--- config.mk ---
export PLATFORM = sky130hd
export DESIGN_NAME = pfrc_power_fail_reset_control
export DESIGN_NICKNAME = d
export VERILOG_FILES = /design/src/design/pfrc_power_fail_reset_control.v
export VERILOG_INCLUDE_DIRS = /design/src /design/src/common
export SDC_FILE = /design/constraint.sdc
export NUM_CORES = 1
export LEC_CHECK = 0
export BUFFER_PORTS_ARGS = -buffer_cell sky130_fd_sc_hd__buf_4
export CORE_ASPECT_RATIO = 1.75
export CORE_UTILIZATION = 35
export CTS_CLUSTER_SIZE = 20
export DETAILED_ROUTE_END_ITERATION = 8
export PLACE_DENSITY = 0.51
export SYNTH_ARGS = -nofsm -noshare
export SYNTH_HDL_FRONTEND = slang
export SYNTH_SLANG_ARGS = --single-unit
--- constraint.sdc ---
create_clock -name mclk_i -period 5.4 [get_ports mclk_i]
set_clock_uncertainty 0.05 [all_clocks]
set_input_delay 1.08 -clock mclk_i [delete_from_list [all_inputs] [get_ports mclk_i]]
set_output_delay 1.08 -clock mclk_i [all_outputs]
set_load 0.1 [all_outputs]
--- src/common/pfrc_defs.vh ---
// constants for the power-fail and reset control block
// assumes an 8-bit special function register port with one-cycle strobes
//
// Overview of operation
// - enabled supply warning raises the power-fail interrupt, vector 33h.
// - warning flag bit 4 sets on low supply, re-sets while low persists.
// - software writing 1 to warning flag forces interrupt when enabled.
// - supply below reset threshold resets, except Stop with bandgap select 0.
// - during power-fail reset, halt and hold outputs in reset state.
// - power-up waits for supply, then counts 65,536 oscillator clocks, restarting on dips.
// - external clock source also starts counting once supply exceeds threshold.
// - count done releases reset itself; execution starts at vector 0000h.
// - power-up flag bit 6 set on power-on reset, kept until software clears.
// - Stop disables bandgap; no power-fail interrupt or reset then.
// - bandgap select bit 0 set keeps monitor active in Stop.
// - bandgap select defaults to 0.
// - timeout flag bit 3 sets on timeout; reset follows 512 clocks later unless restarted.
// - watchdog reset flag bit 2 set on watchdog reset, cleared by software or power-fail.
// - watchdog reset enable bit 1 permits reset; cleared, timer still runs.
// - restart bit 0 written 1 restarts timeout and self-clears.
// - watchdog interrupt requested only when interrupt enable bit 4 set.
// - clock status bit 2 reads 1 on ring oscillator, 0 on crystal.
// - ring select set: resume on ring at once, switch to crystal after 65,536.
// - ring select 0: hold execution after Stop exit for 65,536 crystal clocks.
// - ring select cleared by power-on or power-fail reset, or by software writing 0.
// - Stop bit 1 halts and stops clocks; Idle bit 0 halts only execution.
// - enabled interrupt ending Idle clears the Idle bit and vectors.
`ifndef PFRC_DEFS_VH
`define PFRC_DEFS_VH
`define PFRC_ADDR_CPU_PWR   8'h87
`define PFRC_ADDR_EXT_FLAGS 8'h91
`define PFRC_ADDR_DOG_PWR   8'hd8
`define PFRC_ADDR_IRQ_EN    8'he8
`define PFRC_BIT_IDLE       0
`define PFRC_BIT_STOP       1
`define PFRC_BIT_BANDGAP    0
`define PFRC_BIT_RINGSEL    1
`define PFRC_BIT_RINGACT    2
`define PFRC_BIT_RESTART    0
`define PFRC_BIT_DOGRSTEN   1
`define PFRC_BIT_DOGRSTFL   2
`define PFRC_BIT_DOGTOFL    3
`define PFRC_BIT_WARNFL     4
`define PFRC_BIT_WARNEN     5
`define PFRC_BIT_PWRUP      6
`define PFRC_BIT_DOGIRQEN   4
`define PFRC_WARN_VECTOR    16'h0033
`define PFRC_RESET_VECTOR   16'h0000
`define PFRC_STARTUP_CLKS   65536
`define PFRC_DOG_GRACE_CLKS 512
`define PFRC_IRQ_EN_RESET   8'h00
`endif

--- src/design/pfrc_power_fail_reset_control.v ---
// power-fail warning, power-on reset, watchdog status and Stop/Idle control
// assumes comparator levels are synchronous-sampled here, and the core takes core_reset_o/halt_o
`timescale 1ns/100ps
`include "pfrc_defs.vh"
module pfrc_power_fail_reset_control #(
    parameter STARTUP_CLKS = `PFRC_STARTUP_CLKS,
    parameter GRACE_CLKS   = `PFRC_DOG_GRACE_CLKS
) (
    input  wire       mclk_i,
    input  wire       reset_n_i,
    input  wire [7:0] addr_i,
    input  wire [7:0] wdata_i,
    input  wire       wr_i,
    input  wire       rd_i,
    output reg  [7:0] rdata_o,
    input  wire       supply_warn_low_i,
    input  wire       supply_reset_low_i,
    input  wire       osc_tick_i,
    input  wire       dog_timeout_i,
    input  wire       wake_irq_i,
    input  wire       irq_ack_i,
    output wire       dog_count_restart_o,
    output wire       core_reset_o,
    output wire       cpu_halt_o,
    output wire       clocks_stopped_o,
    output wire       bandgap_enable_o,
    output wire       osc_enable_o,
    output wire       ring_clock_o,
    output wire       warn_irq_o,
    output wire       dog_irq_o,
    output reg  [15:0] vector_o,
    output reg        vector_valid_o
);
    localparam ST_OFF   = 2'd0;
    localparam ST_COUNT = 2'd1;
    localparam ST_RUN   = 2'd2;
    localparam ST_WAKE  = 2'd3;

    reg [1:0]  warn_sync_reg;
    reg [1:0]  rst_sync_reg;
    reg        warn_prev_reg;
    reg [1:0]  state_reg;
    reg [1:0]  state_next;
    reg [16:0] count_reg;
    reg        pwrup_reg;
    reg        warn_en_reg;
    reg        warn_flag_reg;
    reg        dog_to_flag_reg;
    reg        dog_rst_flag_reg;
    reg        dog_rst_en_reg;
    reg        restart_reg;
    reg        bandgap_keep_reg;
    reg        ring_sel_reg;
    reg        ring_act_reg;
    reg        idle_reg;
    reg        stop_reg;
    reg [7:0]  irq_en_reg;
    reg [9:0]  grace_reg;
    reg        grace_run_reg;
    reg        dog_reset_reg;
    reg        warn_pend_reg;
    reg        warn_vec_done_reg;

    wire warn_low  = warn_sync_reg[1];
    wire rst_low   = rst_sync_reg[1];
    wire monitor   = ~stop_reg | bandgap_keep_reg;
    wire pf_reset  = rst_low & monitor;
    wire warn_edge = monitor & warn_low & ~warn_prev_reg;
    wire wr_dog    = wr_i && (addr_i == `PFRC_ADDR_DOG_PWR);
    wire wr_flags  = wr_i && (addr_i == `PFRC_ADDR_EXT_FLAGS);
    wire wr_pwr    = wr_i && (addr_i == `PFRC_ADDR_CPU_PWR);
    wire wr_irqen  = wr_i && (addr_i == `PFRC_ADDR_IRQ_EN);
    wire force_irq = wr_dog & wdata_i[`PFRC_BIT_WARNFL];
    wire cnt_done  = (count_reg == STARTUP_CLKS[16:0] - 17'd1) & osc_tick_i;
    wire grace_end = grace_run_reg && (grace_reg == GRACE_CLKS[9:0] - 10'd1);

    assign core_reset_o        = (state_reg == ST_OFF) | (state_reg == ST_COUNT) | dog_reset_reg;
    // ring wake runs code at once; crystal wake holds the core until the count ends
    assign cpu_halt_o          = core_reset_o | idle_reg | stop_reg | ((state_reg == ST_WAKE) & ~ring_act_reg);
    assign clocks_stopped_o    = stop_reg;
    assign bandgap_enable_o    = monitor;
    assign osc_enable_o        = (state_reg != ST_OFF) & ~stop_reg;
    assign ring_clock_o        = ring_act_reg;
    assign warn_irq_o          = warn_en_reg & warn_pend_reg;
    assign dog_irq_o           = irq_en_reg[`PFRC_BIT_DOGIRQEN] & dog_to_flag_reg;
    assign dog_count_restart_o = restart_reg;

    always @(posedge mclk_i or negedge reset_n_i) begin
        if (!reset_n_i) begin
            warn_sync_reg <= 2'b00;
            rst_sync_reg  <= 2'b11;
            warn_prev_reg <= 1'b0;
        end else begin
            warn_sync_reg <= {warn_sync_reg[0], supply_warn_low_i};
            rst_sync_reg  <= {rst_sync_reg[0], supply_reset_low_i};
            warn_prev_reg <= warn_low;
        end
    end

    always @* begin
        state_next = state_reg;
        case (state_reg)
            ST_OFF:   if (!rst_low) state_next = ST_COUNT;
            ST_COUNT: if (rst_low) state_next = ST_OFF;
                      else if (cnt_done) state_next = ST_RUN;
            ST_RUN:   if (pf_reset) state_next = ST_OFF;
                      else if (stop_reg && wake_irq_i) state_next = ST_WAKE;
            ST_WAKE:  if (pf_reset) state_next = ST_OFF;
                      else if (cnt_done) state_next = ST_RUN;
            default:  state_next = ST_OFF;
        endcase
    end

    always @(posedge mclk_i or negedge reset_n_i) begin
        if (!reset_n_i) begin
            state_reg <= ST_OFF;
            count_reg <= 17'd0;
        end else begin
            state_reg <= state_next;
            if (state_next != state_reg)
                count_reg <= 17'd0;
            else if (osc_tick_i && (state_reg == ST_COUNT || state_reg == ST_WAKE))
                count_reg <= count_reg + 17'd1;
        end
    end

    // watchdog grace window after timeout
    always @(posedge mclk_i or negedge reset_n_i) begin
        if (!reset_n_i) begin
            grace_reg     <= 10'd0;
            grace_run_reg <= 1'b0;
            dog_reset_reg <= 1'b0;
        end else begin
            dog_reset_reg <= grace_end & dog_rst_en_reg;
            if (core_reset_o || restart_reg || grace_end) begin
                grace_run_reg <= 1'b0;
                grace_reg     <= 10'd0;
            end else if (dog_timeout_i && !grace_run_reg) begin
                grace_run_reg <= 1'b1;
            end else if (grace_run_reg) begin
                grace_reg <= grace_reg + 10'd1;
            end
        end
    end

    always @(posedge mclk_i or negedge reset_n_i) begin
        if (!reset_n_i) begin
            pwrup_reg        <= 1'b0;
            warn_en_reg      <= 1'b0;
            warn_flag_reg    <= 1'b0;
            warn_pend_reg    <= 1'b0;
            dog_to_flag_reg  <= 1'b0;
            dog_rst_flag_reg <= 1'b0;
            dog_rst_en_reg   <= 1'b0;
            restart_reg      <= 1'b0;
            bandgap_keep_reg <= 1'b0;
            ring_sel_reg     <= 1'b0;
            ring_act_reg     <= 1'b0;
            idle_reg         <= 1'b0;
            stop_reg         <= 1'b0;
            irq_en_reg       <= `PFRC_IRQ_EN_RESET;
        end else if (state_reg == ST_OFF) begin
            // power-fail/power-on reset: everything back to reset state, except the power-up flag, which sets
            pwrup_reg        <= 1'b1;
            warn_en_reg      <= 1'b0;
            warn_flag_reg    <= 1'b0;
            warn_pend_reg    <= 1'b0;
            dog_to_flag_reg  <= 1'b0;
            dog_rst_flag_reg <= 1'b0;
            dog_rst_en_reg   <= 1'b0;
            restart_reg      <= 1'b0;
            bandgap_keep_reg <= 1'b0;
            ring_sel_reg     <= 1'b0;
            ring_act_reg     <= 1'b0;
            idle_reg         <= 1'b0;
            stop_reg         <= 1'b0;
            irq_en_reg       <= `PFRC_IRQ_EN_RESET;
        end else begin
            restart_reg <= wr_dog & wdata_i[`PFRC_BIT_RESTART];
            if (wr_dog) begin
                pwrup_reg      <= pwrup_reg & wdata_i[`PFRC_BIT_PWRUP];
                warn_en_reg    <= wdata_i[`PFRC_BIT_WARNEN];
                dog_rst_en_reg <= wdata_i[`PFRC_BIT_DOGRSTEN];
            end
            // set wins over software clear
            if (warn_low && monitor)
                warn_flag_reg <= 1'b1;
            else if (wr_dog)
                warn_flag_reg <= wdata_i[`PFRC_BIT_WARNFL];
            if (warn_edge || force_irq)
                warn_pend_reg <= 1'b1;
            else if (irq_ack_i || (wr_dog && !wdata_i[`PFRC_BIT_WARNFL]))
                warn_pend_reg <= 1'b0;
            if (dog_timeout_i)
                dog_to_flag_reg <= 1'b1;
            else if (dog_reset_reg)
                dog_to_flag_reg <= 1'b0;
            else if (wr_dog)
                dog_to_flag_reg <= dog_to_flag_reg & wdata_i[`PFRC_BIT_DOGTOFL];
            if (grace_end && dog_rst_en_reg)
                dog_rst_flag_reg <= 1'b1;
            else if (wr_dog)
                dog_rst_flag_reg <= dog_rst_flag_reg & wdata_i[`PFRC_BIT_DOGRSTFL];
            if (wr_flags) begin
                bandgap_keep_reg <= wdata_i[`PFRC_BIT_BANDGAP];
                ring_sel_reg     <= wdata_i[`PFRC_BIT_RINGSEL];
            end
            if (wr_irqen)
                irq_en_reg <= wdata_i;
            // with ring select set, ring oscillator runs from Stop exit until crystal count ends
            if (state_reg == ST_RUN && state_next == ST_WAKE)
                ring_act_reg <= ring_sel_reg;
            else if (state_reg == ST_WAKE && cnt_done)
                ring_act_reg <= 1'b0;
            if (dog_reset_reg) begin
                idle_reg <= 1'b0;
                stop_reg <= 1'b0;
            end else if (stop_reg && wake_irq_i) begin
                stop_reg <= 1'b0;
            end else if (idle_reg && wake_irq_i) begin
                idle_reg <= 1'b0;
            end else if (wr_pwr) begin
                stop_reg <= wdata_i[`PFRC_BIT_STOP];
                idle_reg <= wdata_i[`PFRC_BIT_IDLE];
            end
        end
    end

    // vector request: reset vector at release wins over the power-fail interrupt vector
    always @(posedge mclk_i or negedge reset_n_i) begin
        if (!reset_n_i) begin
            vector_o          <= `PFRC_RESET_VECTOR;
            vector_valid_o    <= 1'b0;
            warn_vec_done_reg <= 1'b0;
        end else if (state_reg == ST_COUNT && state_next == ST_RUN) begin
            vector_o       <= `PFRC_RESET_VECTOR;
            vector_valid_o <= 1'b1;
        end else if (warn_irq_o && !core_reset_o && !warn_vec_done_reg) begin
            // one vector per pending request, re-armed once the request is gone
            vector_o          <= `PFRC_WARN_VECTOR;
            vector_valid_o    <= 1'b1;
            warn_vec_done_reg <= 1'b1;
        end else begin
            vector_valid_o <= 1'b0;
            if (!warn_pend_reg)
                warn_vec_done_reg <= 1'b0;
        end
    end

    // ring_act_reg only changes outside ST_RUN writes; ring_wake_select read back is software value
    always @(posedge mclk_i or negedge reset_n_i) begin
        if (!reset_n_i) begin
            rdata_o <= 8'h00;
        end else if (rd_i) begin
            if (addr_i == `PFRC_ADDR_DOG_PWR)
                rdata_o <= {1'b0, pwrup_reg, warn_en_reg, warn_flag_reg, dog_to_flag_reg,
                            dog_rst_flag_reg, dog_rst_en_reg, 1'b0};
            else if (addr_i == `PFRC_ADDR_EXT_FLAGS)
                rdata_o <= {5'h00, ring_act_reg, ring_sel_reg, bandgap_keep_reg};
            else if (addr_i == `PFRC_ADDR_CPU_PWR)
                rdata_o <= {6'h00, stop_reg, idle_reg};
            else if (addr_i == `PFRC_ADDR_IRQ_EN)
                rdata_o <= irq_en_reg;
            else
                rdata_o <= 8'h00;
        end else begin
            rdata_o <= 8'h00;
        end
    end
endmodule

# Yosys cells after proc, flatten, opt, wreduce, memory -nomap -nowiden
# Cells that the tools add are included.
[totals]
regBits = 83
input_bits = 26
elab_cells = 178
output_inout_bits = 34
[classes]
reduce_logical = 46
bitwise = 24
mux = 64
n_addsub = 2
eq_ne = 16
[op_table]
columns = ["op", "n"]
rows = [
  ["$mux W8", 7],
  ["$mux W1", 43],
  ["$mux W17", 2],
  ["$eq A8 B8 Y1 const B", 4],
  ["$mux W16", 2],
  ["$mux W10", 3],
  ["$add A17 B1 Y17 const B", 1],
  ["$eq A17 B16 Y1 const B", 1],
  ["$logic_and A1 B1 Y1", 17],
  ["$reduce_bool A2 Y1", 8],
  ["$and A1 B1 Y1", 14],
  ["$mux W2", 6],
  ["$reduce_bool A3 Y1", 4],
  ["$reduce_bool A4 Y1", 3],
  ["$add A10 B1 Y10 const B", 1],
  ["$eq A10 B9 Y1 const B", 1],
  ["$eq A2 B2 Y1 const B", 4],
  ["$pmux W2 S4", 1],
  ["$reduce_and A2 Y1", 4],
  ["$or A1 B1 Y1", 6],
  ["$logic_or A1 B1 Y1", 5],
  ["$logic_not A1 Y1", 4],
  ["$ne A4 B4 Y1 const B", 1],
  ["$not A1 Y1", 4],
  ["other kinds (6)", 6],
]

# Depth between registers and ports, before layout
# Gate-level depths: netlist of the first run.
[depth]
depth_word = 9
ltp_mapped = 10
ltp_nobuf = 8

# Least setup slack after synthesis of the first run
# OpenSTA, ideal clock, no wires.
[synth_path]
kind = "reg2out"
startpoint = "register stop_reg (netlist: clocks_stopped_o)"
endpoint = "output port osc_enable_o"
path_buffers = 0
arrival_ps = 2211
required_ps = 4270
setup_slack_ps = 2059
path_stages_with_launch = 2
cell_sequence = "dfrtp_1 -> nor2_1"
[synth_between]
elab_chain_len = 2
[synth_rtl]
columns = ["element", "line", "rtl"]
rows = [
  ["start, declared", "pfrc_power_fail_reset_control.v:56", "reg stop_reg;"],
  ["start signal, assigned", "pfrc_power_fail_reset_control.v:223", "stop_reg <= wdata_i[`PFRC_BIT_STOP];"],
  ["$not A1 Y1", "pfrc_power_fail_reset_control.v:82", "assign osc_enable_o = (state_reg != ST_OFF) & ~stop_reg;"],
  ["$and A1 B1 Y1", "pfrc_power_fail_reset_control.v:82", ""],
  ["end, declared", "pfrc_power_fail_reset_control.v:27", "output wire osc_enable_o,"],
]
# No other way between the ends.

# Worst setup path after layout of the first run
[layout_path]
startpoint = "register state_reg[1]"
endpoint = "output port cpu_halt_o"
[layout_between]
elab_chain_len = 6
word_cells_on_any_way = 9
classes_between = "2 x eq/ne; 6 x bitwise; 1 x reduce/logical"
[layout_rtl]
columns = ["element", "line", "rtl"]
rows = [
  ["start, declared", "pfrc_power_fail_reset_control.v:42", "reg [1:0] state_reg;"],
  ["start signal, assigned", "pfrc_power_fail_reset_control.v:119", "state_reg <= state_next;"],
  ["$eq A2 B1 Y1 or $logic_not A2 Y1 (tied branches)", "pfrc_power_fail_reset_control.v:77", "assign core_reset_o = (state_reg == ST_OFF) | (state_reg == ST_COUNT) | dog_reset_reg;"],
  ["$or A1 B1 Y1 (2 in a row)", "pfrc_power_fail_reset_control.v:77", ""],
  ["$or A1 B1 Y1 (2 in a row)", "pfrc_power_fail_reset_control.v:79", "assign cpu_halt_o = core_reset_o | idle_reg | stop_reg | ((state_reg == ST_WAKE) & ~ring_act_reg);"],
  ["$or A1 B1 Y1 *", "pfrc_power_fail_reset_control.v:79", ""],
  ["end, declared", "pfrc_power_fail_reset_control.v:24", "output wire cpu_halt_o,"],
]
# Mark *: on every way between the ends. The rest lies on a longest branch, timed or not.

==> results of run 1 <==
power groups by stage:
stage,combinational [uW],clock [uW],sequential (uW)
global placement,102,0,533
finish,101,590,525
detailed placement,102,0,534
global route,109,633,526
floorplan,75.4,0,531
CTS,102,606,525
layout make-up:
cell class | count | area (sq um) | share of cell area (%)
clock buffers | 12 | 256.5 | 6.374
clock inverters | 4 | 47.55 | 1.182
inverters | 10 | 37.54 | 0.9328
well taps | 122 | 152.6 | 3.794
flip-flops and latches | 68 | 1704 | 42.35
multi-input cells | 248 | 1465 | 36.41
repair buffers | 48 | 360.3 | 8.955
metrics by stage:
stage / setup slack [ps] / utilization, %
after CTS: 2431 / 42.77
after global placement: 2824 / 39.53
after detailed placement: 2804 / 39.53
after global routing: 2374 / 42.77
after floorplan: 2059 / -
final: 2487 / 42.77
metal layers:
| layer | share of wire, % | vias up | wire length [um] | track usage (%) |
|---|---|---|---|---|
| met5 | 0 | - | 0 | 0 |
| met4 | 2.2 | 0 | 165 | 8.547 |
| met3 | 3.1 | 12 | 228 | 3.264 |
| met2 | 55 | 41 | 4102 | 28.59 |
| met1 | 39 | 1233 | 2928 | 17.97 |
| li1 | - | 1262 | - | - |
logic make-up after synthesis:
kind of cell,synth area share [%]
simple gates,24.26
flops,50.67
compound gates,10.71
buf+inv,6.994
xor+xnor,4.948
mux,1.191
fa+ha+maj,1.116
other cells,0.1115
critical path: stages, from the launching register on:
cell and delay [ps]:
sky130_fd_sc_hd__dfrtp_1 610, sky130_fd_sc_hd__nand2b_1 270, sky130_fd_sc_hd__a211o_1 340, sky130_fd_sc_hd__buf_4 230
worst max path at each step:
stage,from,slack (ps),end
after global placement,state_reg[1],2820,cpu_halt_o
after CTS,state_reg[1],2430,cpu_halt_o
after floorplan,clocks_stopped_o,2060,osc_enable_o
after global routing,state_reg[1],2370,cpu_halt_o
after detailed placement,state_reg[1],2800,cpu_halt_o
final,state_reg[1],2490,cpu_halt_o
cell usage in the layout (no fill, tap or decap), drive strengths merged, types with 3 or more instances in the layout:
| master | Yosys | layout |
|---|---|---|
| dfrtp | 66 | 66 |
| buf | 26 | 48 |
| nand2 | 34 | 34 |
| nor2 | 32 | 32 |
| nand3 | 23 | 23 |
| a21oi | 18 | 18 |
| o21ai | 16 | 16 |
| nand4 | 14 | 14 |
| xor2 | 12 | 12 |
| conb | 1 | 12 |
| clkbuf | 2 | 12 |
| inv | 10 | 10 |
| and3 | 8 | 8 |
| nor2b | 7 | 7 |
| nor3 | 7 | 7 |
| xnor2 | 7 | 7 |
| a22oi | 4 | 4 |
| a31oi | 4 | 4 |
| and4 | 4 | 4 |
| or3 | 4 | 4 |
| mux2i | 4 | 4 |
| a211oi | 3 | 3 |
| a211o | 3 | 3 |
| ha | 3 | 3 |
| or2 | 3 | 3 |
| o31ai | 3 | 3 |
==> results.md, run 1 <==
- Dividing the synthesized area by the synthesized cell count gives a little under 10 sq um.
- The final-report max-slew violation count is 0.
- The initial standard-cell utilization of the core is 35.74%.
- The number of instances in the placed design is around 500.
- The post-cts gate resize count is 0.
- Setup violations remaining at the end of the flow were counted as 0.
- The power density over the cells is ~300 mW/mm^2.
- The clock network fraction of total power is 48.6%.
- The post-synthesis to final-layout area growth is 19.64%.
- Data on the critical path is required at its endpoint by ~4300 ps.
- Of the total power, combinational logic draws just over 8%.
- The tightest hold path in the finished design has a slack of 308.2 ps.
- The die footprint is 0.01002 sq mm.
- In this run the register-to-register setup slack is 2970 ps.
- The global route total overflow is 0.
- The final instance count without filler cells is 512.
- The hold violation count in the final report is 0.
- The worst min-delay path category is reg2reg.
- The commonest cells after synthesis are sky130_fd_sc_hd__dfrtp_1, sky130_fd_sc_hd__nand2_1, sky130_fd_sc_hd__nor2_1, sky130_fd_sc_hd__nand3_1, sky130_fd_sc_hd__buf_4.
- The power consumption is 1215 uW.
- The startpoint identified for the worst hold timing path is warn_sync_reg[0].
- The placed wire-length estimate after detailed placement is 5277 um.
- The post-route fraction of the period consumed by the critical path is between 50 and 60%.
- The area of the core region is about 0.0094 sq mm.
- The routed design has 7425 um of wire.
- Net switching is 24.22% of the power.
- The detailed router finished its first iteration with 114 violations.
- The first-pass GRT wire length is 12630 um.
- The initial antenna violation count is 0.
- The overall die width is between 70 and 80 um.
- The instance area after placement is about 0.0037 sq mm.
- In the synthesized netlist the dominant register cell turns out to be sky130_fd_sc_hd__dfrtp_1.
- The maximum achievable frequency is 343.2 MHz.
- For the worst flop-to-flop path, the logic depth is 8.
- Post-CTS timing repair inserted 0 buffers for setup.
- The CTS buffer count is 9.
- The average via count per standard cell is 4.977.
- The analysis attributes to net switching a power of 294.3 uW.
- The count of cells along the worst hold path is 0.
- The final critical delay including setup and external delays is a little under 3000 ps.
- 60 I/O pins were placed.
- For the worst setup path, the data arrival time is 1780 ps.
- 0 antenna diodes ended up in the layout.
- In the post-synthesis netlist, the biggest area contributors are sky130_fd_sc_hd__dfrtp_1, sky130_fd_sc_hd__buf_4, sky130_fd_sc_hd__nand2_1.
- The final antenna-violating net count is 0.
- The finished layout cell area is 0.004024 sq mm.
- The first-pass iteration count of the detailed router is 4.
- At the pin with the least slew margin, the transition time is 877.2 ps.
- The number of nets in the finished design is around 410.
- The biggest area contributor in the post-synthesis netlist is sky130_fd_sc_hd__dfrtp_1.
- Synthesis handed over a netlist of 343 instances.
- The largest net degree at the start of global routing is 69.
- The fraction of final layout cells sized beyond drive strength 1 is 19.23%.
- The number of maximum-capacitance violations is 0.
- TritonCTS built the clock tree.
- The post-synthesis async set-or-reset flop share is 100.0%.
- The headroom to the max-slew limit is between 40% and 50%.
- CTS built an H-tree with a depth of 3.
- The total of buffers placed on input and output ports is 47.
- The largest fanout of any net on the critical path is 15.
- The internal power consumption is around 900 uW.
- CTS saw between 60 and 70 sinks.
- The endpoint identified for the worst register-to-register timing path is count_reg[16].
- The number of flip-flops under the largest register name is 17.
- The routed wirelength normalized by instance count is 14.50 um.
- IR analysis of the VDD net gives a maximum drop of ~170 uV.
- The routed layout has approximately 2500 vias.
- The sink of the worst hold path is warn_sync_reg[1].
- The combined global-route utilization of all metal layers is 16.14%.
- The weighted congestion at the end of routability-driven global placement is 0.7848.
- By instance count, the leading cell after synthesis is sky130_fd_sc_hd__dfrtp_1.
- Buffers inserted to repair hold after CTS numbered 0.
- Setup total negative slack on the finished layout was measured at 0 ps.
- After floorplanning, the core was divided into 47 placement rows.
- The flop and latch count out of synthesis is 68.
- The clock reaches the later pin of the worst-skew pair after around 330 ps.
- The kind of start point of the critical path is a flip-flop.
- The longest clock path from root to sink contains 2 buffers.
- The area of the mapped netlist is ~0.0034 sq mm.
- In this run, synthesis inferred 0 flip-flops with an integrated enable.
- The fraction of post-synthesis cell area in the top cell type by area is 49.11%.
- The sequential power share is 43.2%.
- The filler cell count is 969.
- The height of the die is 131.7 um.
- In this run the critical register-to-register path is launched from count_reg[6].
- The analysis attributes to cell leakage a power of between 0.0015 and 0.002 uW.
- The run finished with clean final reports.
- The root buffer cell is sky130_fd_sc_hd__clkbuf_16.
- The kind of capture point of the worst setup path is an output pin.
- The type of the worst setup path is reg2out.
- For this run, design rule violations remaining after detail routing come to 0.
- After clock tree synthesis, the clock-pin slew on the worst setup and hold paths is 60 ps.
- The netlist uses 52 different library cells.
- Setup repair after global routing left no endpoint under its margin.
- The number of global-route vias before repair is between 2000 and 3000.
- The proportion of synthesized chip area in sequential cells is 50.67%.
- The number of warnings reported in the yosys synthesis log is 0.
Power figures use the tool's default switching activity.
==> run 2, diff against run 1 <==
==> constraint.sdc (replaced) <==
create_clock -name mclk_i -period 3 [get_ports mclk_i]
set_clock_uncertainty 0.05 [all_clocks]
set_input_delay 0.6 -clock mclk_i [delete_from_list [all_inputs] [get_ports mclk_i]]
set_output_delay 0.6 -clock mclk_i [all_outputs]
set_load 0.1 [all_outputs]
==> run 2 against run 1 <==
Setup slack worse by 1900 ps. Hold slack worse by 9.7 ps. Sequential share of layout area down 0.16 points. Total power up 86%. Final cell count unchanged. Via count up 2.8%. Core utilization up 0.16 points. Critical path depth unchanged. Non-clock buffer count unchanged. Combinational power up 79%. First-iteration DRC count up 19%.
==> results.md, run 2 (synthesis results as in run 1) <==
- The number of flip-flops under the largest register name is 17.
- The number of design rule violations left after detail routing is 0.
- Max-cap violations in this run came to 0.
- For flop-to-flop paths, the worst setup slack is 680 ps.
- The largest net degree at the start of global routing is roughly 70.
- The maximum number of buffers from clock root to sink is 2.
- The worst-case IR drop observed on VDD is 310.1 uV.
- Pin placement for this block handled 60 I/O pins.
- The first-pass iteration count of the detailed router is 4.
- In this run the worst hold path is classified as reg2reg.
- CTS built an H-tree with a depth of 3.
- The endpoint identified for the worst register-to-register timing path is count_reg[3].
- After detailed routing, the number of vias per cell comes to 5.115.
- Once layout is complete, the cells apart from fillers number 512.
- The run finished with clean final reports.
- The CTS buffer count is 9.
- The buffer count from post-CTS setup fixing is 0.
- After global routing the overflow that remains totals 0.
- In this run the worst path has a maximum fanout of 15.
- The fraction of met1 tracks used by global routing is 17.23%.
- The post-route fraction of the period consumed by the critical path is roughly four fifths.
- The number of clock sinks seen by CTS is 68.
- Counting cells, the worst reg-to-reg path comes to 8.
- The hold path startpoint is warn_sync_reg[0].
- The total negative slack is 0 ps.
- The initial standard-cell utilization of the core is 35.74%.
- Once detail routing completed, the nets flagged for antenna violations numbered 0.
- The hold violation count in the final report is 0.
- The count of cells along the worst hold path is 0.
- The clock network latency to the later pin of the worst-skew pair is between 300 and 400 ps.
- The initial antenna violation count is 0.
- The setup slack after layout is about 570 ps.
- Post-CTS repair changed the size of 0 cells.
- For the pin with the worst max-slew slack, the measured transition is 865.7 ps.
- STA puts the critical path data arrival time at between 1500 and 2000 ps.
- The worst path needs 2435 ps of the cycle, external delays included.
- By startpoint and endpoint, the worst setup path is classified as reg2out.
- Timing analysis after detailed placement gives a worst setup slack of 630.5 ps.
- The placed wire-length estimate after detailed placement is 5430 um.
- The die footprint is 0.01002 sq mm.
- The CTS tree is built.
- The startpoint identified for the worst register-to-register timing path is count_reg[6].
- The total via count in the routed design is 2619.
- The most common library cell in the layout ignoring fill and taps is sky130_fd_sc_hd__dfrtp_1.
- The area of the core region is 0.009409 sq mm.
- The layer flagged by global routing as most heavily used is met2.
- The overall die width is 76.10 um.
- The root buffer cell is sky130_fd_sc_hd__clkbuf_16.
- STA classifies the critical path endpoint as an output pin.
- The fraction of final layout cells sized beyond drive strength 1 is 18.97%.
- After detailed routing, the total wire length is 7557 um.
- The headroom to the max-slew limit is 42.29%.
- Setup repair after global routing left no endpoint under its margin.
- The first global-routing pass estimated ~13000 um of wire.
- STA puts the critical path data required time at roughly 2400 ps.
- In the global route stage, met3 resource usage came out at ~4.1%.
- The met2 capacity usage during global routing is between 30% and 40%.
- The final-report max-slew violation count is 0.
- The number of instances in the placed design is about 500.
- At the end of routability-driven placement, the weighted congestion stood at roughly 0.75.
- In the layout the commonest cells are sky130_fd_sc_hd__dfrtp_1, sky130_fd_sc_hd__buf_4, sky130_fd_sc_hd__nand2_1.
- The path with the worst hold slack has its endpoint at warn_sync_reg[1].
- Input and output buffers added on the ports amount to 47.
- The final antenna diode count is 0.
- The height of the die is 131.7 um.
- After clock tree synthesis, the flow added hold-fix buffers numbering 0.
- The number of nets in the finished design is 414.
- The clock edge transition at the registers on the reported setup and hold paths is 50 ps.
- After detailed routing, the average wire length per cell comes to about 15 um.
- The number of global-route vias before repair came to between 2000 and 3000.
- In this run the core area contains 47 standard-cell rows.
- The starting DRC count in detailed routing is 136.
- Derived from the worst setup path, the maximum achievable clock frequency is 410.7 MHz.
- The cell leakage power is 0.001805 uW.
- The combined global-route utilization of all metal layers is 16.64%.
- For this design the ratio of total power to cell area is 560.0 mW/mm^2.
- The area growth from synthesis to layout is 20.09%.
- STA classifies the critical path startpoint as a flip-flop.
- Setup violations remaining at the end of the flow were counted as 0.
## run 2: cell count changes in the layout (fill, tap and decap cells not counted)
cell	delta
sky130_fd_sc_hd__clkbuf_8	-1
sky130_fd_sc_hd__bufinv_16	+1
sky130_fd_sc_hd__clkbuf_1	+1
sky130_fd_sc_hd__clkinv_2	-1
## run 2: worst max-delay path by stage
stage	startpoint	to	slack, ps
finish	state_reg[1]	cpu_halt_o	570
global route	count_reg[6]	count_reg[16]	420
CTS	state_reg[1]	cpu_halt_o	540
detailed placement	count_reg[6]	count_reg[3]	630
global placement	count_reg[6]	count_reg[16]	710
floorplan	clocks_stopped_o	osc_enable_o	140
## run 2: final cells by class
type,count,area (sq um)
clock buffer,12,246.5
clock inverter,4,72.57
fill,949,5370
inverter,10,37.54
multi-input combinational,248,1465
sequential,68,1704
tap,122,152.6
timing repair buffer,48,360.3
## run 2: metal layers
layer	vias up	part of all wire (%)
met5	-	0
met1	1291	39
met2	49	56
met4	0	1.8
met3	12	3.4
li1	1267	-
## run 2: critical path: stages, from the launching register on
cell and delay [ps]:
sky130_fd_sc_hd__dfrtp_1 600, sky130_fd_sc_hd__nand2b_1 270, sky130_fd_sc_hd__a211o_1 350, sky130_fd_sc_hd__buf_4 240
## run 2: per-stage QoR
stage / total power, uW / utilization [%] / hold slack, ps / area, sq um
after detailed placement: 1144 / 39.53 / 287.1 / 3720
after CTS: 2291 / 42.93 / 299.4 / 4039
after global placement: 1143 / 39.53 / 286.6 / 3720
final: 2262 / 42.93 / 298.5 / 4039
after global routing: 2340 / 42.93 / 302.0 / 4039
after floorplan: 1091 / - / 254.4 / 3405
## run 2: where the power goes
part	switching [uW]	internal (uW)	leakage, uW	total, uW
sequential	12.8	931	0.000920	943
clock	388	749	0.000153	1140
combinational	140	41.7	0.000732	181
total	540	1720	0.00180	2260
==> run 3, diff against run 2 <==
--- a/config.mk
+++ b/config.mk
@@ -6,6 +6,7 @@
 export SDC_FILE = /design/constraint.sdc
 export NUM_CORES = 1
 export LEC_CHECK = 0
+export ABC_AREA = 1
 export BUFFER_PORTS_ARGS = -buffer_cell sky130_fd_sc_hd__buf_4
 export CORE_ASPECT_RATIO = 1.75
 export CORE_UTILIZATION = 35
==> constraint.sdc (replaced) <==
create_clock -name mclk_i -period 2.4 [get_ports mclk_i]
set_clock_uncertainty 0.05 [all_clocks]
set_input_delay 0.48 -clock mclk_i [delete_from_list [all_inputs] [get_ports mclk_i]]
set_output_delay 0.48 -clock mclk_i [all_outputs]
set_load 0.1 [all_outputs]
==> run 3 against run 2 <==
Sequential share of layout area shrank 2.9 points. Wire length is 8.0% higher. Count of clock-buffer cells in the layout decreased by 2. Hold slack worse by 200 ps. Register-to-register slack worse by 400 ps. First-iteration DRC count is 42% lower. Highest routed layer unchanged. Largest power group unchanged. Flip-flop and latch count unchanged. Critical path type is now reg2reg. Global-route usage about the same. Largest cell class unchanged. Sequential power increased by 35%. Final area is 7.4% higher.
==> results.md, run 3 <==
- The largest net degree at the start of global routing is 69.
- Buffers inserted during clock tree synthesis total 9.
- The fraction of post-synthesis cell area in the top cell type by area is a little under half.
- In the synthesized netlist, the cells that appear most often are sky130_fd_sc_hd__nand2_1, sky130_fd_sc_hd__dfrtp_1, sky130_fd_sc_hd__nor2_1, sky130_fd_sc_hd__inv_1, sky130_fd_sc_hd__nand3_1.
- In the routed design, unresolved DRC markers number 0.
- For this configuration, the core starts out at a cell density of about 36%.
- The die footprint is 0.01062 sq mm.
- The flop and latch count out of synthesis is 68.
- The number of clock sinks seen by CTS is 68.
- Summing every instance area after synthesis gives 0.003570 sq mm.
- Counting flops with an async set or reset pin after synthesis yields a share of 100.0%.
- The cell with the most instances after synthesis is sky130_fd_sc_hd__nand2_1.
- The H-tree was split into 3 levels.
- Across the VDD grid, the largest voltage drop is 476.7 uV.
- The path class of the tightest hold or removal check is in2async.
- The tool flagged a number of max-cap violations equal to 0.
- The register with the most flip-flops in the layout has 17 of them.
- By startpoint and endpoint, the worst setup path is classified as reg2reg.
- The congestion estimate from routability-driven global placement came to just over 0.8.
- The combined global-route utilization of all metal layers is ~17%.
- The highest cell delay on the worst timing path is about 370 ps.
- The routed design has 8161 um of wire.
- In the layout the commonest cells are sky130_fd_sc_hd__nand2_1, sky130_fd_sc_hd__dfrtp_1, sky130_fd_sc_hd__nor2_1.
- The number of top-level pins is 60.
- The floorplan step set the die height to 135.6 um.
- The most numerous cell type found on the critical path is sky130_fd_sc_hd__nand2_1.
- The routed wirelength normalized by instance count is 13.10 um.
- By area the synthesized netlist is led by sky130_fd_sc_hd__dfrtp_1, sky130_fd_sc_hd__nand2_1, sky130_fd_sc_hd__nor2_1.
- The proportion of synthesized chip area in sequential cells is a little under half.
- After filler insertion, the fill cell instance count of the layout stands at 1028.
- The count of cell types in the netlist is 35.
- The cell leakage power is 0.002041 uW.
- The post-route fraction of the period consumed by the critical path is around nine tenths.
- The critical path data arrival time is 2280 ps.
- Clock-pin slew was measured on the worst setup and hold paths at 60 ps.
- Setup repair after global routing left no endpoint under its margin.
- The placed wire-length estimate after detailed placement is about 6200 um.
- The power density over the cells is 806.4 mW/mm^2.
- The root buffer cell is sky130_fd_sc_hd__clkbuf_16.
- After the last flow step, the layout net total stands at 522.
- The pre-antenna-repair detailed-routing pass consisted of 4 iterations.
- Yosys printed 0 warnings.
- The maximum achievable frequency is 471.0 MHz.
- The hold violation count in the final report is 0.
- The first routing iteration left 79 violations.
- Adding up every negative setup slack in the final design gives 0 ps.
- Buffers inserted to repair hold after CTS numbered 0.
- The CTS tree is built.
- The number of global-route vias before repair is just under 3000.
- The average via count per standard cell is 4.681.
- The smallest clock period supported by the final layout is computed as around 2100 ps.
- Gates resized during post-CTS repair numbered 0.
- The largest fanout of any net on the critical path is 17.
- The dominant cell type by area after synthesis is sky130_fd_sc_hd__dfrtp_1.
- Final hold analysis gives a worst-case slack of ~99 ps.
- The cell count after synthesis is 442.
- The row count is 48.
- The clock passes through at most 2 buffers.
- The clock network latency to the later pin of the worst-skew pair is 330 ps.
- The first-pass GRT wire length is roughly 14000 um.
- The total setup violations reported at the end of the flow is 0.
- The slowest stage cell on the critical path is sky130_fd_sc_hd__dfrtp_1.
- The final-report max-slew violation count is 0.
- The average footprint of a synthesized cell is 8.076 sq um.
- In the final layout, the share of cells above drive strength 1 is between 20 and 25%.
- The total of buffers placed on input and output ports is 47.
- The number of antenna diodes in the final layout is 0.
- The floorplan step set the die width to between 70 and 80 um.
- The buffer count from post-CTS setup fixing is 0.
- The post-synthesis to final-layout area growth is 21.56%.
- Traced cell by cell, the critical path runs through ha_1 -> nand2_1 -> nor2_1 -> nand2_1 -> nor4_1 -> ha_1 -> nand2_1 -> inv_1 -> nand4_1 -> o21ai_1 -> a21oi_4 -> nand2_8 -> nor2_1.
- In this run the standard cell core region covers 0.009910 sq mm.
- After global routing the overflow that remains totals 0.
- The count of flip-flops with a built-in enable after synthesis is 0.
- Leaving out fill and tap cells, the most frequent cell in the layout is sky130_fd_sc_hd__nand2_1.
- The flow ran to the end, and the final reports show no timing, DRC or antenna violations.
- The worst setup path is captured at a flip-flop.
- The initial antenna violation count is 0.
- The count of nets left with antenna violations once routing finished came out at 0.
- Data on the critical path is required at its endpoint by roughly 2600 ps.
- The main flop type after synthesis is sky130_fd_sc_hd__dfrtp_1.
- The total via count in the routed design is 2916.
- The kind of start point of the critical path is a flip-flop.
run 3: changes by cell type after synthesis, sizes merged, moves of 7 or more:
cell,previous run,this run
nand3,23,45
a21oi,18,9
and3,8,0
nand2,34,103
nand4,14,7
o21ai,16,30
inv,10,56
nor2,32,72
nor2b,7,0
run 3: through the flow:
stage | utilization [%] | power, uW | worst slack (ps) | instance area (sq um) | std cells
finish | 43.79 | 3499 | 276.8 | 4339 | 623
global route | 43.79 | 3653 | 21.42 | 4339 | 623
CTS | 43.70 | 3522 | 128.1 | 4330 | 623
detailed placement | 40.40 | 2066 | 132.7 | 4004 | 607
global placement | 40.40 | 2055 | 223.7 | 4004 | 607
floorplan | - | 1930 | 58.28 | 3618 | 453
run 3: path summary, 6_finish.rpt:
path                                    start               end  slack [ps]  depth (start not counted)
setup reg to reg                 count_reg[0]      count_reg[8]         280                         13
max in group asynchronous           reset_n_i   rst_sync_reg[0]        1890                          2
min in group mclk_i        supply_reset_low_i   rst_sync_reg[0]         200                          1
setup / recovery                 count_reg[0]      count_reg[8]         280                         13
hold / removal                      reset_n_i        rdata_o[1]         100                          2
hold reg to reg              warn_sync_reg[0]  warn_sync_reg[1]         300                          0
run 3: logic make-up (layout without fill, tap and decap cells):
family	count (synthesis)	count (layout)	synth area share, %
DFF	68	68	47.74
other	1	12	0.1051
and+or+nand+nor	237	237	31.06
xor gates and xnor gates	11	11	2.699
AOI/OAI and AO/OA	45	45	7.011
adders and majority gates	3	3	1.052
buffers and inverters	77	122	10.34
run 3: routing by layer:
metal	GRT usage (%)	part of all wire [%]
met5	0	0
met4	5.556	1.1
met3	4.108	3.7
met2	31.53	57
met1	17.66	38
run 3: report_power, final:
part / internal [uW] / switching (uW) / total (uW)
clock: 935 / 508 / 1440
sequential: 1200 / 69.8 / 1270
combinational: 181 / 601 / 783
total: 2320 / 1180 / 3500
run 3: final cells by class:
type / count / area [sq um] / area share, %
Clock buffer: 10 / 239.0 / 5.507
Clock inverter: 6 / 87.58 / 2.018
Inverter: 56 / 210.2 / 4.844
Multi-Input combinational cell: 308 / 1553 / 35.78
Sequential cell: 68 / 1705 / 39.30
Tap cell: 125 / 156.4 / 3.604
Timing Repair Buffer: 50 / 387.9 / 8.939
run 3: worst max-delay path, delay by kind of cell, from the launching register on:
| family | cells | cell delay, ps |
|---|---|---|
| AO/OA/AOI/OAI | 2 | 230 |
| AND/OR/NAND/NOR | 8 | 910 |
| flip-flops | 1 | 370 |
| adder cells (fa/ha/maj) | 2 | 360 |
| buffers and inverters | 1 | 70 |
